--- config.mk ---
export PLATFORM = sky130hd
export DESIGN_NAME = cpu_alu_exec
export DESIGN_NICKNAME = d
export VERILOG_FILES = /design/src/alu_pkg.sv /design/src/cpu_alu_exec.sv
export SDC_FILE = /design/constraint.sdc
export NUM_CORES = 1
export LEC_CHECK = 0
export BUFFER_PORTS_ARGS = -buffer_cell sky130_fd_sc_hd__buf_2
export CAP_MARGIN = 5
export CORE_ASPECT_RATIO = 0.8
export CORE_MARGIN = 3
export CORE_UTILIZATION = 57
export DETAILED_ROUTE_END_ITERATION = 12
export GPL_TIMING_DRIVEN = 0
export PLACE_DENSITY = 0.95
export SYNTH_ARGS = -nofsm -noshare
export SYNTH_HDL_FRONTEND = slang
export SYNTH_SLANG_ARGS = --single-unit
--- constraint.sdc ---
create_clock -name CORE_CLK -period 9.1 [get_ports CORE_CLK]
set_clock_uncertainty 0.2 [all_clocks]
set_input_delay 0.91 -clock CORE_CLK [delete_from_list [all_inputs] [get_ports CORE_CLK]]
set_output_delay 0.91 -clock CORE_CLK [all_outputs]
set_load 0.1 [all_outputs]
--- src/alu_pkg.sv ---
`default_nettype none
package alu_pkg;
   // Prefix class handed over by the sequencer
   localparam logic [2:0] PFX_NONE = 3'h0;
   localparam logic [2:0] PFX_CB   = 3'h1;
   localparam logic [2:0] PFX_ED   = 3'h2;
   localparam logic [2:0] PFX_DD   = 3'h3;
   localparam logic [2:0] PFX_FD   = 3'h4;
   localparam logic [2:0] PFX_DDCB = 3'h5;
   localparam logic [2:0] PFX_FDCB = 3'h6;
   // Flag bit positions
   localparam int FL_S  = 7;
   localparam int FL_Z  = 6;
   localparam int FL_H  = 4;
   localparam int FL_PV = 2;
   localparam int FL_N  = 1;
   localparam int FL_C  = 0;
   // Operand codes
   localparam logic [2:0] CODE_MEM = 3'h6;
   localparam logic [2:0] CODE_ACC = 3'h7;
   // 16-bit destination codes
   localparam logic [2:0] D16_BC = 3'h0;
   localparam logic [2:0] D16_DE = 3'h1;
   localparam logic [2:0] D16_HL = 3'h2;
   localparam logic [2:0] D16_SP = 3'h3;
   localparam logic [2:0] D16_IX = 3'h4;
   localparam logic [2:0] D16_IY = 3'h5;
   localparam logic [1:0] PAIR_PTR = 2'h2;
   // Opcodes and opcode fields
   localparam logic [4:0] OPC_OR_ROW  = 5'h16;
   localparam logic [4:0] OPC_CP_ROW  = 5'h17;
   localparam logic [7:0] OPC_OR_IMM  = 8'hf6;
   localparam logic [7:0] OPC_CP_IMM  = 8'hfe;
   localparam logic [2:0] OPC_INC8_LO = 3'h4;
   localparam logic [2:0] OPC_DEC8_LO = 3'h5;
   localparam logic [7:0] OPC_DAA     = 8'h27;
   localparam logic [7:0] OPC_CPL     = 8'h2f;
   localparam logic [7:0] OPC_CCF     = 8'h3f;
   localparam logic [7:0] OPC_SCF     = 8'h37;
   localparam logic [7:0] OPC_NEG     = 8'h44;
   localparam logic [7:0] OPC_RLD     = 8'h6f;
   localparam logic [7:0] OPC_RRD     = 8'h67;
   localparam logic [7:0] OPC_ACC_ROTATE_LEFT_CIRCULAR    = 8'h07;
   localparam logic [7:0] OPC_ACC_ROTATE_RIGHT_CIRCULAR    = 8'h0f;
   localparam logic [7:0] OPC_RLA     = 8'h17;
   localparam logic [7:0] OPC_RRA     = 8'h1f;
   localparam logic [3:0] OPC_ADD16_LO = 4'h9;
   localparam logic [3:0] OPC_ADC16_LO = 4'ha;
   localparam logic [3:0] OPC_SBC16_LO = 4'h2;
   localparam logic [3:0] OPC_INC16_LO = 4'h3;
   localparam logic [3:0] OPC_DEC16_LO = 4'hb;
   // Shift group codes in bits 5:3 of a CB opcode
   localparam logic [2:0] ROT_RLC = 3'h0;
   localparam logic [2:0] ROT_RRC = 3'h1;
   localparam logic [2:0] ROT_RL  = 3'h2;
   localparam logic [2:0] ROT_RR  = 3'h3;
   localparam logic [2:0] ROT_SLA = 3'h4;
   localparam logic [2:0] ROT_SRA = 3'h5;
   localparam logic [2:0] ROT_SRL = 3'h7;
   // BCD correction constants
   localparam logic [3:0] BCD_DIGIT_MAX = 4'h9;
   localparam logic [3:0] BCD_CORR      = 4'h6;
   localparam logic [7:0] BCD_BYTE_MAX  = 8'h99;
   // Reset values
   localparam logic [7:0]  RST_BYTE = 8'h00;
   localparam logic [15:0] RST_WORD = 16'h0000;
   typedef enum {OP_NONE, OP_OR, OP_CP, OP_INC8, OP_DEC8, OP_DAA, OP_CPL, OP_NEG,
                 OP_CCF, OP_SCF, OP_ADD16, OP_ADC16, OP_SBC16, OP_INC16, OP_DEC16,
                 OP_ROT, OP_AROT, OP_RLD, OP_RRD, OP_BIT, OP_SET, OP_RES} op_t;
endpackage
`default_nettype wire

--- src/cpu_alu_exec.sv ---
// How it works
// - OR at B0+code, compare at B8+code; indexed and F6/FE immediate forms decoded.
// - 8-bit step up 04+8*code, step down 05+8*code, indexed 34/35.
// - Opcode 27 runs decimal adjust on the accumulator.
// - 3F inverts carry, 37 forces carry to one.
// - 2F inverts accumulator; ED 44 forms its twos complement.
// - 16-bit add into pointer pair 09..39; DD/FD retarget to index, 29 self.
// - ED 4A..7A add with carry into pointer pair.
// - ED 42..72 subtract with borrow from pointer pair.
// - 16-bit step up 03..33, down 0B..3B; DD/FD 23/2B on index registers.
// - CB group bases plus operand code; DD/FD CB d op for memory.
// - Shifts on accumulator, any register, memory; accumulator forms 07/0F/17/1F.
// - ED 6F/67 rotate accumulator low digit with both memory digits.
// - Set, clear or test any bit of accumulator, register or memory.
// - Bit test sets zero flag when bit is zero; operand unchanged.
// - Compare only updates flags; OR, DAA, CPL, NEG, RLD/RRD and 07/0F/17/1F results go to accumulator.
// - Subtract flag marks subtraction so decimal adjust corrects both ways.
// - Carry flag takes part in 16-bit add/subtract with carry; all flags set.
`default_nettype none
module cpu_alu_exec
   import alu_pkg::*;
(
   // Clock and reset
   input  wire logic        CORE_CLK,
   input  wire logic        SRST,
   // Request from the sequencer
   input  wire logic        START,
   input  wire logic [2:0]  PREFIX,
   input  wire logic [7:0]  OPCODE,
   // Operands
   input  wire logic [7:0]  ACC_IN,
   input  wire logic [7:0]  FLAGS_IN,
   input  wire logic [7:0]  OPND8,
   input  wire logic [15:0] COUNTER_PAIR,
   input  wire logic [15:0] SECOND_PAIR,
   input  wire logic [15:0] POINTER_PAIR,
   input  wire logic [15:0] STACK_POINTER,
   input  wire logic [15:0] INDEX_REG_ONE,
   input  wire logic [15:0] INDEX_REG_TWO,
   // Results
   output logic             DONE,
   output logic             ILLEGAL,
   output logic [7:0]       ACC_OUT,
   output logic [7:0]       FLAGS_OUT,
   output logic [7:0]       RES8,
   output logic             WR_ACC,
   output logic             WR_FLAGS,
   output logic             WR_OPND,
   output logic [2:0]       OPND_CODE,
   output logic [15:0]      RES16,
   output logic             WR_16,
   output logic [2:0]       DST16
);

   ////////////////////////////////////////////////////////////////////////////
   // Arithmetic helpers returning {flags, result}
   function automatic logic [15:0] arith8(input logic [7:0] a, input logic [7:0] b,
                                          input logic cin, input logic sub);
      logic [7:0] bb;
      logic       cc;
      logic [8:0] r;
      logic [4:0] h;
      bb = sub ? ~b : b;
      cc = sub ? ~cin : cin;
      r  = {1'b0, a} + {1'b0, bb} + {8'h00, cc};
      h  = {1'b0, a[3:0]} + {1'b0, bb[3:0]} + {4'h0, cc};
      return {r[7], r[7:0] == 8'h00, 1'b0, h[4] ^ sub, 1'b0,
              (a[7] == bb[7]) && (r[7] != a[7]), sub, r[8] ^ sub, r[7:0]};
   endfunction

   function automatic logic [23:0] arith16(input logic [15:0] a, input logic [15:0] b,
                                           input logic cin, input logic sub);
      logic [15:0] bb;
      logic        cc;
      logic [16:0] r;
      logic [12:0] h;
      bb = sub ? ~b : b;
      cc = sub ? ~cin : cin;
      r  = {1'b0, a} + {1'b0, bb} + {16'h0000, cc};
      h  = {1'b0, a[11:0]} + {1'b0, bb[11:0]} + {12'h000, cc};
      return {r[15], r[15:0] == 16'h0000, 1'b0, h[12] ^ sub, 1'b0,
              (a[15] == bb[15]) && (r[15] != a[15]), sub, r[16] ^ sub, r[15:0]};
   endfunction

   // Sign, zero and parity with given carry, H and N clear
   function automatic logic [7:0] szp(input logic [7:0] x, input logic c);
      return {x[7], x == 8'h00, 1'b0, 1'b0, 1'b0, ~^x, 1'b0, c};
   endfunction

   ////////////////////////////////////////////////////////////////////////////
   // Decode
   op_t         op;
   logic        idx_pfx;
   logic        cb_idx;
   logic [2:0]  code;
   logic [7:0]  src8;
   logic        bit_sel;
   logic [15:0] ptr16;
   logic [15:0] src16;
   logic [2:0]  ptr_code;

   always_comb begin
      idx_pfx  = (PREFIX == PFX_DD) || (PREFIX == PFX_FD);
      cb_idx   = (PREFIX == PFX_DDCB) || (PREFIX == PFX_FDCB);
      ptr16    = (PREFIX == PFX_DD) ? INDEX_REG_ONE :
                 (PREFIX == PFX_FD) ? INDEX_REG_TWO : POINTER_PAIR;
      ptr_code = (PREFIX == PFX_DD) ? D16_IX : (PREFIX == PFX_FD) ? D16_IY : D16_HL;
      op       = OP_NONE;
      code     = (PREFIX == PFX_NONE || idx_pfx) && OPCODE[7:6] == 2'h0 ?
                 OPCODE[5:3] : OPCODE[2:0];
      if (cb_idx) begin
         code = CODE_MEM;
      end
      if (PREFIX == PFX_NONE || idx_pfx) begin
         if (OPCODE[7:3] == OPC_OR_ROW || (PREFIX == PFX_NONE && OPCODE == OPC_OR_IMM)) begin
            op = OP_OR;
         end else if (OPCODE[7:3] == OPC_CP_ROW ||
                      (PREFIX == PFX_NONE && OPCODE == OPC_CP_IMM)) begin
            op = OP_CP;
         end else if (OPCODE[7:6] == 2'h0 && OPCODE[2:0] == OPC_INC8_LO) begin
            op = OP_INC8;
         end else if (OPCODE[7:6] == 2'h0 && OPCODE[2:0] == OPC_DEC8_LO) begin
            op = OP_DEC8;
         end else if (OPCODE[7:6] == 2'h0 && OPCODE[3:0] == OPC_ADD16_LO) begin
            op = OP_ADD16;
         end else if (OPCODE[7:6] == 2'h0 && OPCODE[3:0] == OPC_INC16_LO) begin
            op = OP_INC16;
         end else if (OPCODE[7:6] == 2'h0 && OPCODE[3:0] == OPC_DEC16_LO) begin
            op = OP_DEC16;
         end else if (PREFIX == PFX_NONE && OPCODE == OPC_DAA) begin
            op = OP_DAA;
         end else if (PREFIX == PFX_NONE && OPCODE == OPC_CPL) begin
            op = OP_CPL;
         end else if (PREFIX == PFX_NONE && OPCODE == OPC_CCF) begin
            op = OP_CCF;
         end else if (PREFIX == PFX_NONE && OPCODE == OPC_SCF) begin
            op = OP_SCF;
         end else if (PREFIX == PFX_NONE && (OPCODE == OPC_ACC_ROTATE_LEFT_CIRCULAR || OPCODE == OPC_ACC_ROTATE_RIGHT_CIRCULAR ||
                      OPCODE == OPC_RLA || OPCODE == OPC_RRA)) begin
            op = OP_AROT;
         end
         // Indexed forms reach only memory or the index register itself
         if (idx_pfx && (op == OP_OR || op == OP_CP || op == OP_INC8 || op == OP_DEC8) &&
             code != CODE_MEM) begin
            op = OP_NONE;
         end
         if (idx_pfx && (op == OP_INC16 || op == OP_DEC16) && OPCODE[5:4] != PAIR_PTR) begin
            op = OP_NONE;
         end
      end else if (PREFIX == PFX_ED) begin
         if (OPCODE == OPC_NEG) begin
            op = OP_NEG;
         end else if (OPCODE == OPC_RLD) begin
            op = OP_RLD;
         end else if (OPCODE == OPC_RRD) begin
            op = OP_RRD;
         end else if (OPCODE[7:6] == 2'h1 && OPCODE[3:0] == OPC_ADC16_LO) begin
            op = OP_ADC16;
         end else if (OPCODE[7:6] == 2'h1 && OPCODE[3:0] == OPC_SBC16_LO) begin
            op = OP_SBC16;
         end
      end else if (PREFIX == PFX_CB || cb_idx) begin
         case (OPCODE[7:6])
            2'h0:    op = (OPCODE[5:3] == 3'h6) ? OP_NONE : OP_ROT;
            2'h1:    op = OP_BIT;
            2'h2:    op = OP_RES;
            default: op = OP_SET;
         endcase
      end
      src8    = (code == CODE_ACC) ? ACC_IN : OPND8;
      if (op == OP_OR || op == OP_CP) begin
         src8 = (OPCODE[2:0] == CODE_ACC && OPCODE[7:6] != 2'h3) ? ACC_IN : OPND8;
      end
      bit_sel = src8[OPCODE[5:3]];
      case (OPCODE[5:4])
         2'h0:    src16 = COUNTER_PAIR;
         2'h1:    src16 = SECOND_PAIR;
         2'h2:    src16 = ptr16;
         default: src16 = STACK_POINTER;
      endcase
   end

   ////////////////////////////////////////////////////////////////////////////
   // Execute
   logic        done_r, ill_r, wacc_r, wfl_r, wop_r, w16_r;
   logic        done_nxt, ill_nxt, wacc_nxt, wfl_nxt, wop_nxt, w16_nxt;
   logic [7:0]  acc_r, fl_r, res8_r, acc_nxt, fl_nxt, res8_nxt;
   logic [15:0] res16_r, res16_nxt;
   logic [2:0]  code_r, dst_r, code_nxt, dst_nxt;

   always_comb begin
      logic [15:0] a8;
      logic [23:0] a16;
      logic [7:0]  corr;
      logic        cy;
      logic        outb;
      a8        = 16'h0000;
      a16       = 24'h000000;
      corr      = 8'h00;
      cy        = FLAGS_IN[FL_C];
      outb      = 1'b0;
      done_nxt  = START;
      ill_nxt   = START && (op == OP_NONE);
      acc_nxt   = ACC_IN;
      fl_nxt    = FLAGS_IN;
      res8_nxt  = src8;
      res16_nxt = RST_WORD;
      code_nxt  = code;
      dst_nxt   = D16_HL;
      wacc_nxt  = 1'b0;
      wfl_nxt   = 1'b0;
      wop_nxt   = 1'b0;
      w16_nxt   = 1'b0;
      case (op)
         OP_OR: begin
            acc_nxt = ACC_IN | src8;
            fl_nxt  = szp(acc_nxt, 1'b0);
            wacc_nxt = 1'b1;
            wfl_nxt  = 1'b1;
         end
         OP_CP, OP_NEG: begin
            a8      = (op == OP_CP) ? arith8(ACC_IN, src8, 1'b0, 1'b1) :
                                      arith8(8'h00, ACC_IN, 1'b0, 1'b1);
            fl_nxt  = a8[15:8];
            acc_nxt = a8[7:0];
            wacc_nxt = (op == OP_NEG);
            wfl_nxt  = 1'b1;
         end
         OP_INC8, OP_DEC8: begin
            a8       = arith8(src8, 8'h01, 1'b0, op == OP_DEC8);
            fl_nxt   = {a8[15:9], FLAGS_IN[FL_C]};
            res8_nxt = a8[7:0];
            acc_nxt  = a8[7:0];
            wacc_nxt = (code == CODE_ACC);
            wop_nxt  = (code != CODE_ACC);
            wfl_nxt  = 1'b1;
         end
         OP_DAA: begin
            if (FLAGS_IN[FL_H] || ACC_IN[3:0] > BCD_DIGIT_MAX) corr[3:0] = BCD_CORR;
            if (FLAGS_IN[FL_C] || ACC_IN > BCD_BYTE_MAX) begin
               corr[7:4] = BCD_CORR;
               cy        = 1'b1;
            end
            acc_nxt = FLAGS_IN[FL_N] ? ACC_IN - corr : ACC_IN + corr;
            fl_nxt  = szp(acc_nxt, cy);
            fl_nxt[FL_N] = FLAGS_IN[FL_N];
            fl_nxt[FL_H] = FLAGS_IN[FL_N] ? (FLAGS_IN[FL_H] && ACC_IN[3:0] < BCD_CORR) :
                                            (ACC_IN[3:0] > BCD_DIGIT_MAX);
            wacc_nxt = 1'b1;
            wfl_nxt  = 1'b1;
         end
         OP_CPL: begin
            acc_nxt = ~ACC_IN;
            fl_nxt[FL_H] = 1'b1;
            fl_nxt[FL_N] = 1'b1;
            wacc_nxt = 1'b1;
            wfl_nxt  = 1'b1;
         end
         OP_CCF, OP_SCF: begin
            fl_nxt[FL_H] = (op == OP_CCF) && FLAGS_IN[FL_C];
            fl_nxt[FL_N] = 1'b0;
            fl_nxt[FL_C] = (op == OP_SCF) || !FLAGS_IN[FL_C];
            wfl_nxt = 1'b1;
         end
         OP_ADD16, OP_ADC16, OP_SBC16: begin
            a16 = arith16(ptr16, src16, (op != OP_ADD16) && FLAGS_IN[FL_C],
                          op == OP_SBC16);
            res16_nxt = a16[15:0];
            dst_nxt   = ptr_code;
            fl_nxt    = a16[23:16];
            if (op == OP_ADD16) begin
               fl_nxt = {FLAGS_IN[7:5], a16[20], FLAGS_IN[3:2], 1'b0, a16[16]};
            end
            w16_nxt = 1'b1;
            wfl_nxt = 1'b1;
         end
         OP_INC16, OP_DEC16: begin
            res16_nxt = (op == OP_INC16) ? src16 + 16'h0001 : src16 - 16'h0001;
            dst_nxt   = (OPCODE[5:4] == PAIR_PTR) ? ptr_code : {1'b0, OPCODE[5:4]};
            w16_nxt   = 1'b1;
         end
         OP_ROT, OP_AROT: begin
            case (OPCODE[5:3])
               ROT_RLC: {outb, res8_nxt} = {src8, src8[7]};
               ROT_RRC: {res8_nxt, outb} = {src8[0], src8};
               ROT_RL:  {outb, res8_nxt} = {src8, FLAGS_IN[FL_C]};
               ROT_RR:  {res8_nxt, outb} = {FLAGS_IN[FL_C], src8};
               ROT_SLA: {outb, res8_nxt} = {src8, 1'b0};
               ROT_SRA: {res8_nxt, outb} = {src8[7], src8};
               default: {res8_nxt, outb} = {1'b0, src8};
            endcase
            if (op == OP_AROT) begin
               res8_nxt = {ACC_IN[6:0], 1'b0};
               case (OPCODE)
                  OPC_ACC_ROTATE_LEFT_CIRCULAR: {outb, res8_nxt} = {ACC_IN, ACC_IN[7]};
                  OPC_ACC_ROTATE_RIGHT_CIRCULAR: {res8_nxt, outb} = {ACC_IN[0], ACC_IN};
                  OPC_RLA:  {outb, res8_nxt} = {ACC_IN, FLAGS_IN[FL_C]};
                  default:  {res8_nxt, outb} = {FLAGS_IN[FL_C], ACC_IN};
               endcase
               fl_nxt = {FLAGS_IN[7:5], 1'b0, FLAGS_IN[3:2], 1'b0, outb};
            end else begin
               fl_nxt = szp(res8_nxt, outb);
            end
            acc_nxt  = res8_nxt;
            wacc_nxt = (op == OP_AROT) || (code == CODE_ACC);
            wop_nxt  = !wacc_nxt;
            wfl_nxt  = 1'b1;
         end
         OP_RLD, OP_RRD: begin
            // Three-digit rotation through accumulator low digit and memory byte
            if (op == OP_RLD) begin
               res8_nxt = {OPND8[3:0], ACC_IN[3:0]};
               acc_nxt  = {ACC_IN[7:4], OPND8[7:4]};
            end else begin
               res8_nxt = {ACC_IN[3:0], OPND8[7:4]};
               acc_nxt  = {ACC_IN[7:4], OPND8[3:0]};
            end
            code_nxt = CODE_MEM;
            fl_nxt   = szp(acc_nxt, FLAGS_IN[FL_C]);
            wacc_nxt = 1'b1;
            wop_nxt  = 1'b1;
            wfl_nxt  = 1'b1;
         end
         OP_BIT: begin
            fl_nxt[FL_Z] = !bit_sel;
            fl_nxt[FL_H] = 1'b1;
            fl_nxt[FL_N] = 1'b0;
            wfl_nxt      = 1'b1;
         end
         OP_SET, OP_RES: begin
            res8_nxt[OPCODE[5:3]] = (op == OP_SET);
            acc_nxt  = res8_nxt;
            wacc_nxt = (code == CODE_ACC);
            wop_nxt  = (code != CODE_ACC);
         end
         default: ;
      endcase
      if (!START) begin
         wacc_nxt = 1'b0;
         wfl_nxt  = 1'b0;
         wop_nxt  = 1'b0;
         w16_nxt  = 1'b0;
      end
   end

   // Result registers
   always_ff @(posedge CORE_CLK) begin
      if (SRST) begin
         done_r  <= 1'b0;
         ill_r   <= 1'b0;
         wacc_r  <= 1'b0;
         wfl_r   <= 1'b0;
         wop_r   <= 1'b0;
         w16_r   <= 1'b0;
         acc_r   <= RST_BYTE;
         fl_r    <= RST_BYTE;
         res8_r  <= RST_BYTE;
         res16_r <= RST_WORD;
         code_r  <= 3'h0;
         dst_r   <= 3'h0;
      end else begin
         done_r  <= done_nxt;
         ill_r   <= ill_nxt;
         wacc_r  <= wacc_nxt;
         wfl_r   <= wfl_nxt;
         wop_r   <= wop_nxt;
         w16_r   <= w16_nxt;
         acc_r   <= acc_nxt;
         fl_r    <= fl_nxt;
         res8_r  <= res8_nxt;
         res16_r <= res16_nxt;
         code_r  <= code_nxt;
         dst_r   <= dst_nxt;
      end
   end

   assign DONE      = done_r;
   assign ILLEGAL   = ill_r;
   assign ACC_OUT   = acc_r;
   assign FLAGS_OUT = fl_r;
   assign RES8      = res8_r;
   assign WR_ACC    = wacc_r;
   assign WR_FLAGS  = wfl_r;
   assign WR_OPND   = wop_r;
   assign OPND_CODE = code_r;
   assign RES16     = res16_r;
   assign WR_16     = w16_r;
   assign DST16     = dst_r;
endmodule
`default_nettype wire

Word-level counts from Yosys, hierarchy flattened
Cells that the tools add are included.
{ "word_totals": {"reg_bits": 52, "latch_bits": 0, "ramBits": 0, "romBits": 0, "in_bits": 134, "out_inout_bits": 52, "n_memories": 0} }
{ "op_classes": {"addsub": 18, "n_mul": 0, "div": 0, "n_lt_le_gt_ge": 5, "eq_ne": 90, "shifts": 0, "muxes": 82, "bitwise_logic": 14, "n_reduce_logical": 87} }
{ "op_table": {"columns": ["operator", "n"], "rows": [
  ["$eq 32x5->1 const B", 13],
  ["$eq 32x4->1 const B", 11],
  ["$eq 32x3->1 const B", 7],
  ["$mux 32", 6],
  ["$eq 32x2->1 const B", 4],
  ["$eq 32x6->1 const B", 3],
  ["$mux 8", 11],
  ["$mux 16", 5],
  ["$mux 5", 16],
  ["$pmux 8 s8", 1],
  ["$logic_not 8->1", 7],
  ["$pmux 16 s3", 1],
  ["$pmux 8 s6", 1],
  ["$eq 32x1->1 const B", 1],
  ["$eq 8x6->1 const B", 4],
  ["$logic_not 32->1", 1],
  ["$ne 32x5->1 const B", 1],
  ["$pmux 16 s2", 1],
  ["$pmux 8 s4", 1],
  ["$reduce_xnor 8->1", 4],
  ["$eq 3x3->1 const B", 10],
  ["$logic_and 1x1->1", 29],
  ["$eq 8x7->1 const B", 3],
  ["$mux 3", 8],
  ["66 further kinds", 147]
]} }

Longest topological paths before layout
Gate-level depths: netlist (run 1).
{ "depth": {"ltp_word": 42, "mapped_depth": 29, "ltp_nobuf": 27} }

Least setup slack after synthesis (run 1)
No wires, ideal clock.
{ "synth_timing": {"path_type": "input to register", "start": "input OPCODE[7]", "end": "register fl_r[6], in the netlist FLAGS_OUT[6]", "setup_ns": 0.091, "arrival_ns": 7.297, "slack_ns": 1.512, "cell_stages": 27, "path_cell_list": "inv_1 ha_1 inv_1 a221oi_2 o22ai_1 o311ai_2 a31oi_1 or3_1 clkbuf_1 nor2b_1 clkbuf_1 buf_2 xnor2_1 fa_1 inv_1 fa_1 nor2b_1 o21a_1 o21ai_1 a21oi_1 a211o_1 a21o_1 a21oi_1 xnor2_1 or4_1 or4b_2 a311oi_1"} }
{ "synth_via": {"elab_chain_len": 41} }
{ "synth_rtl": {"columns": ["item", "line", "source"], "rows": [
  ["from (decl)", "cpu_alu_exec.sv:29", "input wire logic [7:0] OPCODE,"],
  ["branches (longest 40 deep; another with $eq 8x3->1)", null, null],
  ["$pmux 1 s8 (*)", "cpu_alu_exec.sv:214", "case (op)"],
  ["to (signal assigned)", "cpu_alu_exec.sv:369", "fl_r <= fl_nxt;"],
  ["to (decl)", "cpu_alu_exec.sv:187", "logic [7:0] acc_r, fl_r, res8_r, acc_nxt, fl_nxt, res8_nxt;"]
]} }
Mark *: on every way between the ends. The select of a mux whose other input is x is not followed.
A chain may end at the register's enable or synchronous reset.

Worst setup path after layout (run 1)
Ends and elaborated chain as after synthesis.

==> impl_metrics.csv, run 1 <==
group,metric,value,unit
yosys,yosysSeqAreaShare,12.1,%
grt,gr-usage-all-layers,43.2,%
cts,cts-root-buf,"clkbuf_16",
cts,post_cts.repair.setup_buffers,0,
worst_setup_path,cp_max_fo,10,
placement,io_buffers,182,
yosys,postSynthCellCount,1200,
timing,tightest_slew,1.06,ns
drt,routed_wirelength,38100,um
grt,grt_max_degree,16,
grt,overflow,0,
outcome,outcome,"finished, final reports clean",
timing,fin_ws,0.342,ns
worst_setup_path,cp-start-kind,"input pin",
yosys,syn-num-nets,1429,
yosys,syn_avg_cell_area,7.20,um2
yosys,async_flop_share,0,%
timing,fin_crit,8.76,ns
grt,grt_pass1_vias,9735,
floorplanning,initial_core_util,59.4,%
finish,antenna_cells,0,
timing,drv_slew,0,
drt,wire_per_inst,24.2,um
worst_setup_path,setup.worst_path.end_class,"flop",
placement,dp_cells,1566,
timing,hold_viol,0,
power,leakage,4.43,nW
timing,fmax,114,MHz
drt,via_count,11100,
cts,cts-buffers-inserted,5,
yosys,netlist_area,8640,um2
job,maxCapViolCount,0,
yosys,ys.flop_type,"dfxtp_1",
worst_setup_path,critPathKind,"input pin to flop",
placement,gp_congestion,1.10,
power,p_per_area,146,nW/um2
finish,multi_input_area,7170,um2
timing,grt_setup_unrepaired,"no",
timing,relSlewSlack,29.1,%
cts,cts_tree,"built",
drt,viasPerCell,7.03,
cts,clk_pin_slew_worst_paths,0.07,ns
grt,antenna_found_initial,1,
cts,cts_buffer_depth,2,
timing,finalCritPeriodShare,96.2,%
min_path,hold_path.class,"input pin to flop",
yosys,yosys_warnings,0,
grt,grt_pass1_wl,55800,um
timing,setup_viol,0,
drt,dr.pass1.iters,8,
floorplanning,die-area,16700,um2
placement,place_ws,-0.239,ns
floorplanning,core,14500,um2
floorplanning,die_w,144,um
finish,stdcell_count,1574,
worst_setup_path,critical_path_required,9.09,ns
floorplanning,io_pins,186,
yosys,synth-seq-cells,52,
finish,area_delta_synth_final,15.4,%
power,ir_drop,0.0923,mV
drt,drt_iter0_markers,1841,
floorplanning,std_cell_rows,39,
placement,hpwl,31000,um
yosys,yosysUniqueCellTypes,95,
finish,post_route_cells_drive_above_1_share,17.7,%
drt,drc_errors,0,
finish,finalNetCount,1618,
cts,cts_htree_levels,2,
worst_setup_path,cp.arrival,8.75,ns
drt,ant_nets,0,
finish,nFillCells,1268,
cts,cts.sinks,52,
finish,seqCellArea,1040,um2
floorplanning,fp.dieH,116,um
yosys,synth_edf_count,0,
-- sequential cells by signal, indices dropped and copies added, names as in the netlist --
register and count:
DST16 3, WR_16 1, FLAGS_OUT 8, RES8 8
WR_ACC 1, ACC_OUT 8, OPND_CODE 3, WR_OPND 1
DONE 1, ILLEGAL 1, WR_FLAGS 1, RES16 16
-- path summary, 6_finish.rpt --
check / from / end / slack, ns / cells past startpoint
setup / recovery: OPCODE[7] / FLAGS_OUT[6]$_SDFF_PP0_ / 0.34 / 28
hold / removal: FLAGS_IN[3] / FLAGS_OUT[3]$_SDFF_PP0_ / 0.64 / 2
-- metrics by stage --
step | hold WS, ns | utilization (%) | total power [W] | instance area (um2) | setup TNS, ns
6_report | 0.636 | 68.6 | 0.00145 | 9970 | 0
5_1_grt | 0.654 | 68.6 | 0.00151 | 9970 | 0
3_5_place_dp | 0.925 | 67.3 | 0.00119 | 9780 | -0.239
4_1_cts | 0.635 | 68.4 | 0.00140 | 9940 | 0
2_1_floorplan | 0.832 | - | 0.000940 | 8640 | 0
3_3_place_gp | 0.914 | 67.3 | 0.00117 | 9780 | 0
-- power breakdown --
part           switching [W]  internal (W)  leakage, nW  total [W]
registers         0.00000533      0.000248        0.427   0.000253
logic               0.000669      0.000316         3.93   0.000985
clock network      0.0000836      0.000130       0.0808   0.000213
total               0.000758      0.000694         4.43    0.00145
-- layout make-up --
class                           count  share of cell area (%)
Sequential cell                    52                    10.4
Multi-Input combinational cell   1033                    71.9
Buffer                             68                    2.80
Tap cell                          184                    2.31
Timing Repair Buffer              182                    9.14
Clock buffer                        6                    1.29
Inverter                           47                    1.77
Clock inverter                      2                   0.351
-- cells by family after synthesis --
group	after synthesis	share of synthesized area [%]
AOI/OAI and AO/OA	406	30.9
xor gates and xnor gates	80	8.20
adders and majority gates	95	14.2
buffers and inverters	115	5.19
DFF	52	12.1
muxes	38	6.47
and+or+nand+nor	414	23.0
-- layout by cell type (no fill, tap or decap), drive strengths merged, types with 9 or more instances in the layout --
| master | count |
|---|---|
| ha | 90 |
| or2 | 9 |
| xnor2 | 50 |
| o22a | 12 |
| dfxtp | 52 |
| xor2 | 30 |
| mux4 | 13 |
| a31oi | 17 |
| nand2b | 16 |
| nand2 | 111 |
| a22oi | 22 |
| buf | 194 |
| inv | 45 |
| nor2b | 13 |
| clkbuf | 62 |
| a21oi | 114 |
| mux2i | 18 |
| or3 | 11 |
| o21ai | 91 |
| o211ai | 9 |
| nor3 | 36 |
| a21o | 14 |
| o22ai | 26 |
| nand3 | 29 |
| nor2 | 132 |
| o221ai | 10 |
-- worst max-delay path, cell delays in order --
cell,delay [ns]
buf_2,0.13
inv_1,0.13
ha_1,0.36
nand4_1,0.28
or4_4,0.50
a21oi_2,0.17
nand3_1,0.14
and4_1,0.26
nor2_1,0.29
clkbuf_1,0.49
clkbuf_2,0.41
nand2_1,0.11
nor3_1,0.16
a21oi_1,0.05
o21ai_0,0.54
fa_1,0.31
inv_1,0.06
fa_1,0.41
nor2b_1,0.18
o21a_1,0.17
o21ai_1,0.12
a21oi_1,0.25
a21oi_1,0.13
xnor2_1,0.16
or4_1,0.53
or4_1,0.42
or4b_2,0.71
a311oi_1,0.33
-- synth_stat cells, drive strengths merged, types with 14 or more instances --
| master | instances | area share (%) |
|---|---|---|
| inv | 45 | 2.0 |
| ha | 90 | 13 |
| mux2i | 18 | 2.1 |
| nor2 | 132 | 5.9 |
| dfxtp | 52 | 12 |
| o21ai | 91 | 5.3 |
| clkbuf | 55 | 2.4 |
| a31oi | 17 | 1.2 |
| xnor2 | 50 | 5.1 |
| nand2b | 16 | 1.2 |
| o22ai | 26 | 1.9 |
| xor2 | 30 | 3.1 |
| nand3 | 29 | 1.7 |
| nand2 | 111 | 4.9 |
| a21oi | 114 | 6.6 |
| a22oi | 22 | 1.9 |
| a21o | 14 | 1.2 |
| nor3 | 36 | 2.1 |
-- routing by layer --
layer,wire (um),vias up,track usage [%]
met3,6850,114,17.5
met2,14700,1028,58.9
met5,0,-,0
met4,904,0,8.28
met1,15600,5108,64.0
li1,-,4814,-
-- timing repair --
item,in CTS,in global routing
hold buffers,0,0
setup endpoints to repair,0,1
gates resized for setup,0,12
Power figures use the tool's default switching activity.
==> run 2: changes to the inputs <==
CORE_UTILIZATION = 52   (was 57)
PLACE_DENSITY = 0.92   (was 0.95)
clock period = 7.45 ns   (was 9.1 ns; I/O delays follow)
==> run 2 against run 1 <==
Count of clock-buffer cells in the layout fell by 1; wire length up 2.4%; total power increased by 24%; via count down 1.2%; first-iteration DRC count decreased by 9.6%; sequential cell count did not move; hold slack worse by 0.17 ns; worst setup slack got worse by 0.21 ns; clock power rose by 25%; cell area increased by 3.6%; critical endpoint unchanged; largest cell class unchanged.
==> impl_metrics.csv, run 2 (synthesis results as in run 1) <==
group,metric,value,unit
outcome,outcome,"finished, final reports clean",
cts,cts_htree_levels,2,
drt,drt_iter0_markers,1664,
grt,grt_max_degree,18,
drt,dr.pass1.iters,6,
worst_setup_path,cp_max_fo,10,
timing,fin_crit,7.32,ns
timing,tightest_slew,1.07,ns
timing,setup_viol,0,
finish,area_delta_synth_final,19.5,%
floorplanning,fp.dieH,121,um
cts,postCtsHoldBufs,0,
drt,viasPerCell,6.77,
power,p_per_area,174,nW/um2
job,maxCapViolCount,0,
timing,finalCritPeriodShare,98.3,%
finish,stdcell_count,1616,
worst_setup_path,setup.worst_path.end_class,"flop",
cts,cts_tree,"built",
timing,hold_viol,0,
finish,multi_input_area,7360,um2
grt,antenna_found_initial,1,
drt,via_count,10900,
finish,nFillCells,1443,
grt,gr-usage-all-layers,40.9,%
floorplanning,io_pins,186,
placement,hpwl,31400,um
placement,gp_congestion,1.05,
drt,ant_nets,0,
worst_setup_path,cp-start-kind,"input pin",
grt,overflow,0,
finish,seqCellArea,1040,um2
timing,fmax,137,MHz
min_path,hold_path.class,"input pin to flop",
cts,cts-root-buf,"clkbuf_16",
drt,routed_wirelength,39000,um
grt,grt_pass1_wl,57600,um
placement,dp_cells,1597,
finish,final_common_cell,"buf_2",
timing,holdWs,0.467,ns
floorplanning,std_cell_rows,41,
floorplanning,core,16000,um2
floorplanning,initial_core_util,54.0,%
min_path,min_from,"FLAGS_IN[3]",
grt,grt_pass1_vias,9707,
power,leakage,4.53,nW
min_path,holdPathEnd,"FLAGS_OUT[3]$_SDFF_PP0_",
cts,cts-buffers-inserted,5,
timing,setup_tns,0,ns
worst_setup_path,critical_path_required,7.46,ns
finish,design_area,10300,um2
finish,post_route_cells_drive_above_1_share,20.3,%
power,ir_drop,0.104,mV
cts,cts_buffer_depth,2,
timing,drv_slew,0,
worst_setup_path,cp.arrival,7.33,ns
finish,largest_reg_flops,16,
placement,io_buffers,182,
finish,finalNetCount,1628,
drt,wire_per_inst,24.1,um
worst_setup_path,critPathKind,"input pin to flop",
finish,layout_common_cells,"buf_2, nor2_1, nand2_1",
finish,utilization,64.5,%
min_path,hold_depth,2,
placement,placed_area,9820,um2
floorplanning,die-area,18200,um2
cts,clk_pin_slew_worst_paths,0.07,ns
drt,drc_errors,0,
timing,relSlewSlack,27.8,%
floorplanning,die_w,150,um
cts,cts.sinks,52,
[run 2: cell type report]
type,count,area share (%)
flip-flops and latches,52,10.1
multi-input cells,1033,71.2
clock buffers,5,1.21
inverters,47,1.74
diodes,1,0.0242
well taps,215,2.61
clock inverters,3,0.448
plain buffers,67,3.02
repair buffers,193,9.62
[run 2: stage by stage]
stage	total power, W	setup slack (ns)
floorplan	0.00115	0.0269
global placement	0.00143	-1.41
detailed placement	0.00145	-1.57
CTS	0.00173	0.000437
global route	0.00188	-0.0952
finish	0.00180	0.128
[run 2: worst max path at each step]
| stage | from | end | cells past startpoint |
|---|---|---|---|
| 6_report | OPCODE[6] | FLAGS_OUT[6]$_SDFF_PP0_ | 28 |
| 5_1_grt | OPCODE[6] | FLAGS_OUT[6]$_SDFF_PP0_ | 30 |
| 4_1_cts | OPCODE[6] | FLAGS_OUT[6]$_SDFF_PP0_ | 27 |
| 3_5_place_dp | OPCODE[7] | FLAGS_OUT[6]$_SDFF_PP0_ | 28 |
| 3_3_place_gp | OPCODE[7] | FLAGS_OUT[6]$_SDFF_PP0_ | 28 |
| 2_1_floorplan | OPCODE[7] | FLAGS_OUT[6]$_SDFF_PP0_ | 27 |
[run 2: repair_timing]
action                     in CTS  in global routing
resized for setup              25                 35
pin swaps                       2                  7
setup buffers                   3                  8
setup endpoints to repair      10                 10
hold endpoints to repair        0                  0
[run 2: worst max-delay path, stage by stage]
cell        delay (ns)
buf_2             0.15
inv_1             0.12
ha_4              0.21
clkinvlp_4        0.17
or4_4             0.58
a21o_1            0.24
o211a_1           0.31
a31oi_4           0.28
clkbuf_8          0.22
buf_4             0.20
buf_4             0.20
nor3_1            0.07
a21oi_1           0.18
o21ai_2           0.11
fa_2              0.39
inv_1             0.08
fa_2              0.21
nor2b_1           0.05
o21a_1            0.22
o21ai_4           0.19
a21oi_1           0.13
a211o_1           0.32
a21o_1            0.22
a21oi_4           0.19
xnor2_1           0.12
or4_1             0.56
or4b_4            0.55
a311oi_2          0.29
[run 2: metal layers]
layer | track usage, % | share of wire, % | routed length, um
met1 | 63.5 | 43 | 16800
met2 | 55.7 | 39 | 15000
met3 | 11.7 | 16 | 6250
met4 | 7.14 | 2.3 | 901
met5 | 0 | 0 | 0
[run 2: power by group]
part / switching (W) / leakage [nW] / internal (W)
clock: 0.000107 / 0.0804 / 0.000160
combinational: 0.000820 / 4.02 / 0.000403
sequential: 0.00000663 / 0.427 / 0.000303
total: 0.000934 / 4.53 / 0.000865
==> run 3: changes to the inputs <==
--- a/config.mk
+++ b/config.mk
@@ -12,2 +12,3 @@
 export CORE_UTILIZATION = 52
+export CTS_BUF_LIST = sky130_fd_sc_hd__clkbuf_2 sky130_fd_sc_hd__clkbuf_4 sky130_fd_sc_hd__clkbuf_8
 export DETAILED_ROUTE_END_ITERATION = 12
--- a/constraint.sdc
+++ b/constraint.sdc
@@ -4,2 +4,2 @@
 set_output_delay 0.745 -clock CORE_CLK [all_outputs]
-set_load 0.1 [all_outputs]
+set_load 0.005 [all_outputs]
==> run 3 against run 2 <==
Utilization is 0.81 points lower; final cell count is 0.37% lower; sequential cell count unchanged; sequential share of layout area grew 0.13 points; clock power down 24%; count of clock-buffer cells in the layout did not move; fmax down 0.34%; critical path type unchanged; largest cell class unchanged.
==> impl_metrics.csv, run 3 (synthesis results as in run 1) <==
group,metric,value,unit
outcome,outcome,"finished, final reports clean",
worst_setup_path,cp.arrival,7.39,ns
power,leakage,4.48,nW
worst_setup_path,path_buf_inv,7,
floorplanning,io_pins,186,
worst_setup_path,critPathKind,"input pin to flop",
worst_setup_path,cp_max_fo,10,
grt,overflow,0,
finish,design_area,10200,um2
worst_setup_path,slowest_delay,0.56,ns
finish,finalNetCount,1621,
drt,via_count,10900,
placement,io_buffers,182,
placement,placed_area,9820,um2
grt,grt_max_degree,18,
worst_setup_path,crit_top_cell,"inv_1",
cts,clk_pin_slew_worst_paths,0.11,ns
timing,tightest_slew,1.04,ns
finish,final_common_cell,"buf_2",
grt,grt_pass1_wl,57500,um
worst_setup_path,cp-start-kind,"input pin",
drt,drc_errors,0,
power,sw_frac_of_total,48.1,%
drt,wire_per_inst,24.1,um
drt,dr.pass1.iters,6,
cts,cts-root-buf,"clkbuf_8",
worst_setup_path,critPathSlowestCell,"or4_1",
timing,holdWs,0.447,ns
timing,relSlewSlack,30.4,%
power,p_per_area,152,nW/um2
power,combPwrFrac,66.9,%
timing,drv_slew,0,
grt,grt_pass1_vias,9722,
cts,cts-buffers-inserted,5,
timing,setup_viol,0,
timing,grt_setup_unrepaired,"yes",
worst_setup_path,setup.worst_path.end_class,"flop",
min_path,hold_path.class,"input pin to flop",
floorplanning,initial_core_util,54.0,%
grt,gr-usage-all-layers,40.9,%
finish,largest_reg_flops,16,
placement,hpwl,31400,um
grt,antenna_found_initial,0,
finish,area_delta_synth_final,18.0,%
power,p_int,0.000802,W
cts,cts.sinks,52,
cts,cts_buffer_depth,2,
power,ir_drop,0.0753,mV
power,seqPwrFrac,20.0,%
finish,post_route_cells_drive_above_1_share,19.5,%
power,netSwitchingPower,0.000744,W
worst_setup_path,critical_path_required,7.49,ns
timing,hold_viol,0,
timing,fmax,136,MHz
drt,routed_wirelength,38800,um
cts,cts_tree,"built",
placement,gp_congestion,1.05,
floorplanning,core,16000,um2
timing,fin_crit,7.35,ns
finish,layout_common_cells,"buf_2, nor2_1, a21oi_1",
drt,viasPerCell,6.76,
power,clock_power_share,13.1,%
timing,finalCritPeriodShare,98.6,%
drt,drt_iter0_markers,1519,
floorplanning,fp.dieH,121,um
job,maxCapViolCount,0,
floorplanning,std_cell_rows,41,
floorplanning,die-area,18200,um2
worst_setup_path,critPathTopFamily,"compound AO/OA/AOI/OAI gates",
finish,nFillCells,1463,
floorplanning,die_w,150,um
cts,cts_htree_levels,2,
drt,ant_nets,0,
[run 3: cell types whose count changed in the layout (fill, tap and decap cells not counted), sizes merged]
cell | before | now
diode | 1 | 2
buf | 208 | 201
clkinvlp | 2 | 1
inv | 45 | 46
[run 3: power by group through the flow]
stage | clock network [W] | registers [W] | logic (W)
final | 0.000202 | 0.000310 | 0.00103
after global routing | 0.000212 | 0.000312 | 0.00110
after CTS | 0.000200 | 0.000310 | 0.000970
after detailed placement | 0 | 0.000317 | 0.000953
after global placement | 0 | 0.000315 | 0.000936
after floorplan | 0 | 0.000319 | 0.000650
[run 3: final timing paths]
kind,from,end,depth (start not counted)
worst max-delay path,OPCODE[6],FLAGS_OUT[6]$_SDFF_PP0_,28
worst min-delay path,FLAGS_IN[5],FLAGS_OUT[5]$_SDFF_PP0_,2
[run 3: stage by stage]
stage / setup WS, ns / power (W) / instances / util (%) / TNS [ns]
after floorplan: 0.0269 / 0.000969 / 1200 / - / 0
after global placement: -1.41 / 0.00125 / 1597 / 61.3 / -4.69
after detailed placement: -1.57 / 0.00127 / 1597 / 61.3 / -6.81
after CTS: 0.00381 / 0.00148 / 1608 / 62.7 / 0
after global routing: -0.114 / 0.00163 / 1608 / 63.7 / -0.114
final: 0.103 / 0.00155 / 1610 / 63.7 / 0
[run 3: timing repair]
action | 4_1_cts | 5_1_grt
hold endpoints to repair | 0 | 0
setup endpoints to repair | 9 | 10
gates resized for setup | 24 | 29
setup buffers | 3 | 1
hold buffers | 0 | 0
pin swaps | 2 | 4
[run 3: layout make-up]
class | count | area (um2) | share of cell area [%]
Antenna cell | 2 | 5.00 | 0.0491
Tap cell | 215 | 269 | 2.64
Sequential cell | 52 | 1040 | 10.2
Multi-Input combinational cell | 1033 | 7330 | 71.9
Clock buffer | 5 | 68.8 | 0.675
Timing Repair Buffer | 186 | 953 | 9.35
Clock inverter | 3 | 46.3 | 0.454
Inverter | 47 | 176 | 1.73
Buffer | 67 | 305 | 2.99
[run 3: per-layer routing]
| metal | global-route usage (%) | wire length (um) | up-vias |
|---|---|---|---|
| li1 | - | - | 4827 |
| met1 | 63.1 | 16700 | 5027 |
| met2 | 55.5 | 14900 | 933 |
| met3 | 12.3 | 6290 | 96 |
| met4 | 7.20 | 906 | 0 |
| met5 | 0 | 0 | - |
